===== config.mk =====
export PLATFORM = sky130hd
export DESIGN_NAME = odc_top
export DESIGN_NICKNAME = d
export VERILOG_FILES = /design/src/logic/odc_pkg.sv /design/src/logic/odc_link_sync.sv /design/src/logic/odc_top.sv
export VERILOG_INCLUDE_DIRS = /design/src /design/src/logic
export SDC_FILE = /design/constraint.sdc
export NUM_CORES = 1
export LEC_CHECK = 0
export BUFFER_PORTS_ARGS = -buffer_cell sky130_fd_sc_hd__buf_2
export CAP_MARGIN = 20
export CELL_PAD_IN_SITES_DETAIL_PLACEMENT = 0
export CELL_PAD_IN_SITES_GLOBAL_PLACEMENT = 1
export CORE_MARGIN = 3
export CORE_UTILIZATION = 51
export CTS_BUF_LIST = sky130_fd_sc_hd__clkbuf_4 sky130_fd_sc_hd__clkbuf_8
export CTS_CLUSTER_DIAMETER = 100
export DETAILED_ROUTE_END_ITERATION = 10
export HOLD_SLACK_MARGIN = 0.02
export MAX_ROUTING_LAYER = met4
export PLACE_DENSITY = 0.87
export SLEW_MARGIN = 40
export SYNTH_ARGS = -nofsm -noshare
export SYNTH_HDL_FRONTEND = slang
export SYNTH_HIERARCHICAL = 1
export SYNTH_SLANG_ARGS = --single-unit

===== constraint.sdc =====
create_clock -name clk -period 4.6 [get_ports clk]
set_clock_uncertainty 0.05 [all_clocks]
set_input_delay 0.69 -clock clk [delete_from_list [all_inputs] [get_ports clk]]
set_output_delay 0.69 -clock clk [all_outputs]
set_load 0.05 [all_outputs]

===== src/logic/odc_cfg.svh =====
// constants for the octal converter serial control block
// Operation
// - frame is 16 bits: command, 10-bit code MSB first, two zeros; sampled on falling sclk
// - word acted on only after 16 bits and chip select high
// - decode commands: nop, reset, load input 1-8, write-through groups, load all
// - command 1110 copies masked input registers into dac registers
// - a new frame starts when chip select falls
// - chip select rising before 16 clocks discards the word
// - serial clock may idle high or low between frames
// - input registers and dac registers are kept separate
// - command 1111 mode 11 powers up masked channels
// - command 1111 mode 01 puts masked channels in high-impedance shutdown
// - command 1111 mode 10 shuts masked channels down with low-value termination
// - command 1111 mode 00 shuts masked channels down with high-value termination
// - chain output is serial input delayed 16 clocks, changing after falling edges
// - clear resets registers and shuts all channels with high-value termination
// - clear acts at any moment, independent of serial clock
// - clear during a word aborts it; host resends
// - power-on clear zeros dac registers and powers channels down
// - after power-up all registers are zero and chain output low
// - chained frames: each device executes its own 16 bits at chip select rise
`ifndef ODC_CFG_SVH
`define ODC_CFG_SVH
`define ODC_WORD_BITS 16
`define ODC_CODE_BITS 10
`define ODC_CHANNELS 8
`define ODC_CMD_NOP 4'h0
`define ODC_CMD_RESET 4'h1
`define ODC_CMD_LOAD_FIRST 4'h2
`define ODC_CMD_LOAD_LAST 4'h9
`define ODC_CMD_THRU_LO 4'ha
`define ODC_CMD_THRU_HI 4'hb
`define ODC_CMD_THRU_ALL 4'hc
`define ODC_CMD_LOAD_ALL 4'hd
`define ODC_CMD_UPDATE 4'he
`define ODC_CMD_POWER 4'hf
`define ODC_CMD_POS 12
`define ODC_CODE_POS 2
`define ODC_MASK_POS 4
`define ODC_MODE_POS 2
`endif


===== src/logic/odc_pkg.sv =====
// types for the octal converter serial control block
package odc_pkg;
    typedef enum logic [1:0] {
        ODC_SHDN_HIGH_R = 2'b00,
        ODC_SHDN_HIZ = 2'b01,
        ODC_SHDN_LOW_R = 2'b10,
        ODC_ACTIVE = 2'b11
    } odc_mode_t;
    typedef struct packed {
        logic cs_n;
        logic sclk;
        logic din;
    } odc_link_t;
    typedef struct packed {
        logic [3:0] cmd;
        logic [9:0] code;
        logic [1:0] pad;
    } odc_word_t;
endpackage


===== src/logic/odc_link_sync.sv =====
// two-flop synchroniser for the serial link pins
`timescale 1ns/10ps
module odc_link_sync
    import odc_pkg::*;
(
    input wire logic clk,
    input wire logic rst,
    input odc_pkg::odc_link_t link_in,
    output odc_pkg::odc_link_t link_out
);
    odc_link_t stage1;
    odc_link_t stage2;
    assign link_out = stage2;
    // idle cs_n high so no false frame at reset
    always_ff @(posedge clk)
    begin
        if (rst)
        begin
            stage1 <= '{cs_n: 1'b1, sclk: 1'b0, din: 1'b0};
            stage2 <= '{cs_n: 1'b1, sclk: 1'b0, din: 1'b0};
        end
        else
        begin
            stage1 <= link_in;
            stage2 <= stage1;
        end
    end
endmodule


===== src/logic/odc_top.sv =====
// serial command decoder, double-buffered registers and shutdown control
`timescale 1ns/10ps
`include "odc_cfg.svh"
module odc_top
    import odc_pkg::*;
#(
    parameter int CHANNELS = `ODC_CHANNELS,
    parameter int CODE_BITS = `ODC_CODE_BITS
)
(
    input wire logic clk,
    input wire logic sys_rst,
    input wire logic async_clear_n,
    input odc_pkg::odc_link_t link,
    output logic chain_out,
    output logic [CHANNELS*CODE_BITS-1:0] dac_code,
    output logic [CHANNELS*CODE_BITS-1:0] input_code,
    output odc_pkg::odc_mode_t [CHANNELS-1:0] channel_mode,
    output logic word_done
);
    import odc_pkg::*;

    odc_link_t link_s;
    logic clr_s1;
    logic clr_s2;
    logic sclk_d;
    logic cs_d;
    logic [`ODC_WORD_BITS-1:0] shift;
    logic [`ODC_WORD_BITS-1:0] chain_pipe;
    logic [4:0] bit_cnt;
    logic [CODE_BITS-1:0] in_reg [CHANNELS];
    logic [CODE_BITS-1:0] dac_reg [CHANNELS];
    odc_mode_t mode_reg [CHANNELS];

    odc_link_sync u_sync (
        .clk(clk),
        .rst(sys_rst),
        .link_in(link),
        .link_out(link_s)
    );

    // clear pin crosses through two flops; it still wins at any time
    always_ff @(posedge clk)
    begin
        if (sys_rst)
        begin
            clr_s1 <= 1'b0;
            clr_s2 <= 1'b0;
        end
        else
        begin
            clr_s1 <= ~async_clear_n;
            clr_s2 <= clr_s1;
        end
    end

    // edge detection on the synchronised pins
    wire clear_now = clr_s2;
    wire sclk_fall = sclk_d & ~link_s.sclk;
    wire cs_fall = cs_d & ~link_s.cs_n;
    wire cs_rise = ~cs_d & link_s.cs_n;
    wire in_frame = ~link_s.cs_n;
    wire shift_en = in_frame & sclk_fall;
    wire [4:0] next_bit_cnt = (bit_cnt == 5'h10) ? bit_cnt : bit_cnt + 5'h01;
    wire word_full = (bit_cnt == 5'h10);
    wire execute = cs_rise & word_full & ~clear_now;

    // captured word fields
    odc_word_t word;
    assign word = shift;
    wire [3:0] cmd = word.cmd;
    wire [CODE_BITS-1:0] code = word.code;
    wire [CHANNELS-1:0] mask = shift[`ODC_MASK_POS +: 8];
    wire [1:0] mode_sel = shift[`ODC_MODE_POS +: 2];
    wire is_reset = execute & (cmd == `ODC_CMD_RESET);
    wire is_update = execute & (cmd == `ODC_CMD_UPDATE);
    wire is_power = execute & (cmd == `ODC_CMD_POWER);
    wire is_load_all = execute & ((cmd == `ODC_CMD_LOAD_ALL) | (cmd == `ODC_CMD_THRU_ALL));
    wire is_thru_lo = execute & (cmd == `ODC_CMD_THRU_LO);
    wire is_thru_hi = execute & (cmd == `ODC_CMD_THRU_HI);
    wire is_thru_all = execute & (cmd == `ODC_CMD_THRU_ALL);
    wire [3:0] load_idx = cmd - `ODC_CMD_LOAD_FIRST;
    wire is_load_one = execute & (cmd >= `ODC_CMD_LOAD_FIRST) & (cmd <= `ODC_CMD_LOAD_LAST);
    wire wipe = clear_now | is_reset;

    // frame tracking: count resets at cs fall, clear aborts a word
    always_ff @(posedge clk)
    begin
        if (sys_rst)
        begin
            sclk_d <= 1'b0;
            cs_d <= 1'b1;
            bit_cnt <= 5'h00;
            shift <= 16'h0000;
            word_done <= 1'b0;
        end
        else
        begin
            sclk_d <= link_s.sclk;
            cs_d <= link_s.cs_n;
            word_done <= execute;
            if (clear_now | cs_fall | ~in_frame)
                bit_cnt <= 5'h00;
            else if (shift_en)
                bit_cnt <= next_bit_cnt;
            if (clear_now)
                shift <= 16'h0000;
            else if (shift_en)
                shift <= {shift[`ODC_WORD_BITS-2:0], link_s.din};
        end
    end

    // chain delay line follows the data pin by 16 falling edges
    always_ff @(posedge clk)
    begin
        if (sys_rst)
        begin
            chain_pipe <= 16'h0000;
            chain_out <= 1'b0;
        end
        else if (clear_now)
        begin
            chain_pipe <= 16'h0000;
            chain_out <= 1'b0;
        end
        else if (shift_en)
        begin
            chain_pipe <= {chain_pipe[`ODC_WORD_BITS-2:0], link_s.din};
            chain_out <= chain_pipe[`ODC_WORD_BITS-1];
        end
    end

    // per-channel double-buffered registers and power state
    genvar ch;
    generate
        for (ch = 0; ch < CHANNELS; ch++)
        begin : g_ch
            wire in_grp_lo = (ch < 4);
            wire load_in = is_load_all | (is_load_one & (load_idx == 4'(ch)))
                | (is_thru_lo & in_grp_lo) | (is_thru_hi & ~in_grp_lo);
            wire thru = is_thru_all | (is_thru_lo & in_grp_lo) | (is_thru_hi & ~in_grp_lo);
            wire copy = is_update & mask[ch];
            wire set_mode = is_power & mask[ch];
            always_ff @(posedge clk)
            begin
                if (sys_rst | wipe)
                begin
                    in_reg[ch] <= '0;
                    dac_reg[ch] <= '0;
                    mode_reg[ch] <= ODC_SHDN_HIGH_R;
                end
                else
                begin
                    if (load_in)
                        in_reg[ch] <= code;
                    if (thru)
                        dac_reg[ch] <= code;
                    else if (copy)
                        dac_reg[ch] <= in_reg[ch];
                    if (set_mode)
                        mode_reg[ch] <= odc_mode_t'(mode_sel);
                end
            end
            // outputs registered one more stage so they come from flops
            always_ff @(posedge clk)
            begin
                if (sys_rst)
                begin
                    dac_code[ch*CODE_BITS +: CODE_BITS] <= '0;
                    input_code[ch*CODE_BITS +: CODE_BITS] <= '0;
                    channel_mode[ch] <= ODC_SHDN_HIGH_R;
                end
                else
                begin
                    dac_code[ch*CODE_BITS +: CODE_BITS] <= dac_reg[ch];
                    input_code[ch*CODE_BITS +: CODE_BITS] <= in_reg[ch];
                    channel_mode[ch] <= mode_reg[ch];
                end
            end
        end
    endgenerate

    // checks on the internal behaviour
    a_short_discard: assert property (@(posedge clk) disable iff (sys_rst)
        (cs_rise & ~word_full) |-> ~execute) else $error("short frame executed");
    a_exec_at_rise: assert property (@(posedge clk) disable iff (sys_rst)
        execute |-> cs_rise & (bit_cnt == 5'h10)) else $error("execute off cs rise");
    a_done_follows: assert property (@(posedge clk) disable iff (sys_rst)
        execute |=> word_done) else $error("word_done missing");
    a_clear_wipes: assert property (@(posedge clk) disable iff (sys_rst)
        clear_now |=> (mode_reg[0] == ODC_SHDN_HIGH_R) && (dac_reg[0] == '0))
        else $error("clear did not wipe");
    a_clear_abort: assert property (@(posedge clk) disable iff (sys_rst)
        clear_now |=> (bit_cnt == 5'h00) && (shift == 16'h0000))
        else $error("clear did not abort word");
    a_cs_fall_start: assert property (@(posedge clk) disable iff (sys_rst)
        cs_fall |=> (bit_cnt == 5'h00)) else $error("frame did not restart");
    a_update_copy: assert property (@(posedge clk) disable iff (sys_rst)
        (is_update & mask[0]) |=> (dac_reg[0] == $past(in_reg[0])))
        else $error("update did not copy");
    a_power_mode: assert property (@(posedge clk) disable iff (sys_rst)
        (is_power & mask[1] & ~clear_now) |=> (mode_reg[1] == odc_mode_t'($past(mode_sel))))
        else $error("mode not applied");
    a_unmasked_keep: assert property (@(posedge clk) disable iff (sys_rst)
        (is_power & ~mask[2]) |=> $stable(mode_reg[2])) else $error("unmasked changed");
    a_chain_delay: assert property (@(posedge clk) disable iff (sys_rst)
        (shift_en & ~clear_now) |=> (chain_out == $past(chain_pipe[15])))
        else $error("chain output wrong");
    a_load_sep: assert property (@(posedge clk) disable iff (sys_rst)
        (is_load_one & (load_idx == 4'h0) & ~clear_now) |=> $stable(dac_reg[0]))
        else $error("load touched dac register");

    c_exec: cover property (@(posedge clk) execute);
    c_short: cover property (@(posedge clk) cs_rise & ~word_full & (bit_cnt != 5'h00));
    c_power: cover property (@(posedge clk) is_power);
    c_clear_mid: cover property (@(posedge clk) clear_now & in_frame & (bit_cnt != 5'h00));
endmodule


# Yosys cells after proc, flatten, opt, wreduce, memory -nomap -nowiden
# Memories as Yosys holds them, arrays and structs flattened. A register that Yosys moved wholly into a read port is not among the register bits.
# Cells that the tools add are included.
totals:
  regBits: 129
  ram_bits: 176
  inputBits: 6
  output_inout_bits: 178
  elab_cells: 269
  memories: 3
mem_list:
  columns: ["memory", "words", "word_bits", "rd", "rd_clocked_by_memory_dff", "write_ports", "line_no", "text"]
  rows:
  - ["dac_reg", 8, 10, 8, 8, 8, "odc_top.sv:32", "logic [CODE_BITS-1:0] dac_reg [CHANNELS];"]
  - ["in_reg", 8, 10, 8, 0, 8, "odc_top.sv:31", "logic [CODE_BITS-1:0] in_reg [CHANNELS];"]
  - ["mode_reg", 8, 2, 8, 8, 8, "odc_top.sv:33", "odc_mode_t mode_reg [CHANNELS];"]
classes:
  n_addsub: 2
  order_cmp: 2
  n_eq_ne: 15
  n_mux: 120
  bitwise_logic: 100
  n_reduce_logical: 4
ops:
  columns: ["op", "n"]
  rows:
  - ["$mux W10", 24]
  - ["$mux W1", 88]
  - ["$or A1 B1 Y1", 55]
  - ["$and A1 B1 Y1", 39]
  - ["$eq A4 B4 Y1 const B", 6]
  - ["$eq A4 B3 Y1 const B", 4]
  - ["$mux W2", 8]
  - ["$eq A4 B1 Y1 const B", 2]
  - ["$eq A4 B2 Y1 const B", 2]
  - ["$not A1 Y1", 6]
  - ["$add A5 B1 Y5 const B", 1]
  - ["$eq A5 B5 Y1 const B", 1]
  - ["$ge A4 B2 Y1 const B", 1]
  - ["$le A4 B4 Y1 const B", 1]
  - ["$logic_not A4 Y1", 1]
  - ["$reduce_or A2 Y1", 2]
  - ["$sub A4 B2 Y4 const B", 1]
  - ["$reduce_and A2 Y1", 1]

# Depth between registers and ports, before layout
logic_depth:
  word_depth: 13
  depth_mapped: 9
  ltp_nobuf: 6

# Cells and area by module
# The synthesis kept the hierarchy.
by_module_without_submodules:
  columns: ["module", "n_inst", "cells_per_inst", "area_per_inst_um2", "seq_area_each_um2"]
  rows:
  - ["odc_top", 1, 1087, 13046.3, 9349.0]
  - ["odc_link_sync", 1, 12, 157.7, 120.1]

# Worst setup path after synthesis
# No wires, ideal clock.
synth_timing:
  kind: "register -> register"
  start: "reg shift[14]"
  end: "mem in_reg[1][30] in the netlist's numbering (enable)"
  setup_time_ns: 0.391
  arrival_ns: 2.543
  required_time_ns: 4.159
  path_slack_ns: 1.616
  stages_incl_launch_ff: 7
  path_buffers: 2
  period_less_slack_ns: 2.984
  path_cell_list: "dfxtp_1 -> clkbuf_1 -> inv_1 -> ha_1 -> buf_1 -> or4_1 -> o21ai_0"
synth_lines:
  columns: ["element", "line_no", "text"]
  rows:
  - ["from (decl)", "odc_top.sv:28", "logic [`ODC_WORD_BITS-1:0] shift;"]
  - ["from (signal assigned)", "odc_top.sv:109", "shift <= {shift[`ODC_WORD_BITS-2:0], link_s.din};"]
  - ["to (decl)", "odc_top.sv:31", null]

==> qor.txt <==
Outcome -> finished clean
Cell count after synthesis -> 1099
Initial DRC Count -> 987
Adder-cell share of the synthesized area -> 0.2843%
Mapped cell area -> 13200 µm²
Warning count from the yosys run -> 6
Post-synthesis simple-gate area fraction -> 20.16%
Mean Syn Cell Area -> 12.01 µm²
Crit path required time -> 4.78 ns
Slowest-stage cell, CP -> a211oi_1
FMAX -> 321.3 MHz
Worst hold path depth -> 2
Die Area -> 27860 µm²
Final setup viols -> 0
Total CTS buffers -> 57
Starting Density -> 52.13%
Die H -> 166.9 µm
Sequential element share of the synthesized area -> 71.71%
Worst VDD drop -> 0.2371 mV
Tightest Pin Transition -> 0.8332 ns
Async SR Flop Fraction -> 0%
Htree depth -> 2
Share of layout cells above drive strength 1 -> 25.22%
Critical Path Stages -> 7
Routability cong. -> 0.9569
RSZ-0062 raised after global routing -> false
P_leak -> 6.151 nW
Delay of the slowest critical-path stage -> 0.61 ns
Antenna violations before repair -> 1
Worst hold endpoint -> clr_s1
Chip Width -> 166.9 µm
Area leader, netlist -> edfxtp_1
Top post-synthesis cells by area -> edfxtp_1, dfxtp_1, nor2b_1
CP Max Fanout -> 11
First-pass GRT wire length -> 48070 µm
Max-slew violations -> 0
# rows -> 58
CTS root buf -> clkbuf_8
Total Nets Final -> 1301
HPWL Detailed -> 21970 µm
EDFF count, synth -> 176
Crit path cell chain -> inv_1 -> ha_1 -> nand4bb_1 -> buf_4 -> a211oi_1 -> nor2_1 -> nand2_1
R2r worst-path depth -> 7
Number of post-CTS setup repair buffers -> 0
First-pass iteration count of the detailed router -> 5
Vias in the first global route -> 8331
Hold Path Class -> input pin to flop
Delay-heaviest family, CP -> simple AND/OR/NAND/NOR gates
Yosys top cell area share -> 40.03%
Clock sinks -> 385
Largest family of logic cells by synthesized area -> simple AND/OR/NAND/NOR gates
Pin count of the biggest net entering global routing -> 100
CTS Hold Bufs -> 0
CTS tree -> done
Core area -> 25330 µm²
Final period utilization -> 67.67%
XOR/XNOR Fraction of Synth Area -> 0.3980%
Area post-placement -> 14380 µm²
Post-synthesis register bit count -> 385
Distinct cells, synth -> 45
Critical Path AT -> 3.29 ns
Vias after detailed routing -> 8644
RR Startpoint -> bit_cnt[0]
Relative max-transition margin -> 44.46%
Per-cell routed wire length -> 18.67 µm
Fin area -> 15700 µm²
Mux cell area share after synthesis -> 0%
R2R setup slack -> 1.49 ns
Layout area overhead -> 18.93%
WP buf/inv -> 2
R2r endpoint -> in_reg[1][25]
Power density cells -> 455.8 nW/µm²
Clk Latency, worst-skew pair -> 0.58 ns
Ys flop type -> dfxtp_1
# port buffers -> 183
DRT antenna net count -> 0
Crit. End Element -> flop
Routed WL -> 31200 µm
Worst-case clock buffer depth -> 3
Via/cell ratio -> 5.173
Final hold vios -> 0
Min cycle time layout -> 3.113 ns
Mapped Nets -> 1108
Gates resized, CTS repair -> 0
Io pins -> 184
Remaining Overflow, GRT -> 0
Critical path class -> flop to flop
MaxCap Viol Count -> 0
Fin Setup TNS -> 0 ns
Residual DRC count -> 0
Crit start category -> flop
Total Routing Usage GR -> 22.63%
Worst-path clk slew -> 0.06 ns
Compound-Gate Fraction of Synth Area -> 4.880%
Worst hold start -> async_clear_n
cells by family (layout without fill, tap and decap cells):
| family | count (synthesis) | after routing |
|---|---|---|
| flip-flops | 385 | 385 |
| XOR/XNOR | 6 | 6 |
| AO/OA/AOI/OAI | 119 | 119 |
| other | 0 | 1 |
| adder cells (fa/ha/maj) | 3 | 3 |
| AND/OR/NAND/NOR | 512 | 512 |
| buffers and inverters | 74 | 315 |
routing by layer:
layer	vias up	global-route usage (%)	wire, µm
li1	4081	-	-
met1	4081	31.14	13140
met2	433	32.87	13800
met3	49	7.026	3594
met4	0	6.169	663
met5	-	-	0
through the flow:
step                cells  power [mW]  utilization [%]  hold WS (ns)  worst slack (ns)
floorplan            1099       4.153                -        0.3332             1.616
global placement     1561       4.276            56.71        0.3392             1.374
detailed placement   1562       4.281            56.77        0.3418             1.230
CTS                  1669       7.205            61.84        0.1965             1.215
global route         1671       7.387            62.00        0.2071             1.316
finish               1671       7.158            62.00        0.2180             1.487
synthesized netlist by cell type (3+ instances only):
cell type    n
dfxtp_1    209
nor2b_1    182
edfxtp_1   176
nand2_1    117
nor2_1     116
a21oi_1    107
clkbuf_1    46
nand3_1     46
buf_4       11
buf_2        9
inv_1        5
nor3_1       5
or3_1        5
nand2_2      4
nand2_4      4
nor3b_1      4
xor2_1       4
ha_1         3
nand2b_1     3
nor4_2       3
o21ai_0      3
o21ai_1      3
or2_2        3
final cells by class:
| type | count | area [µm²] |
|---|---|---|
| Fill cell | 1948 | 9623 |
| Sequential cell | 385 | 9469 |
| Multi-Input combinational cell | 640 | 3436 |
| Clock buffer | 95 | 1170 |
| Timing Repair Buffer | 203 | 1080 |
| Tap cell | 330 | 412.9 |
| Clock inverter | 12 | 115.1 |
| Inverter | 5 | 18.77 |
| Antenna cell | 1 | 2.502 |
worst max path at each step:
stage / start / to
after floorplan: shift[14] / in_reg[1][30]
after global placement: bit_cnt[0] / in_reg[0][4]
after detailed placement: bit_cnt[0] / in_reg[1][15]
after CTS: bit_cnt[0] / in_reg[1][11]
after global routing: bit_cnt[1] / dac_reg[1][15]
final: bit_cnt[0] / in_reg[1][25]
report_power, final:
group / switching [mW] / total, mW / internal (mW)
Combinational: 0.342 / 0.430 / 0.0882
Sequential: 0.0622 / 3.78 / 3.71
Clock: 1.24 / 2.95 / 1.72
Total: 1.64 / 7.16 / 5.52
cell usage in the layout, fill, tap and decap left out, types with 4 or more instances in the layout:
cell type,count
nand2_1,117
dfxtp_1,209
buf_2,182
edfxtp_1,176
nor3_1,5
clkbuf_4,22
nor2_1,116
nand3_1,46
clkinv_2,8
or3_1,5
a21oi_1,105
buf_4,18
nand2_2,4
inv_1,5
nor2b_1,182
clkbuf_8,73
xor2_1,4
nand2_4,4
Note: power is estimated with default switching activity, not from simulation.
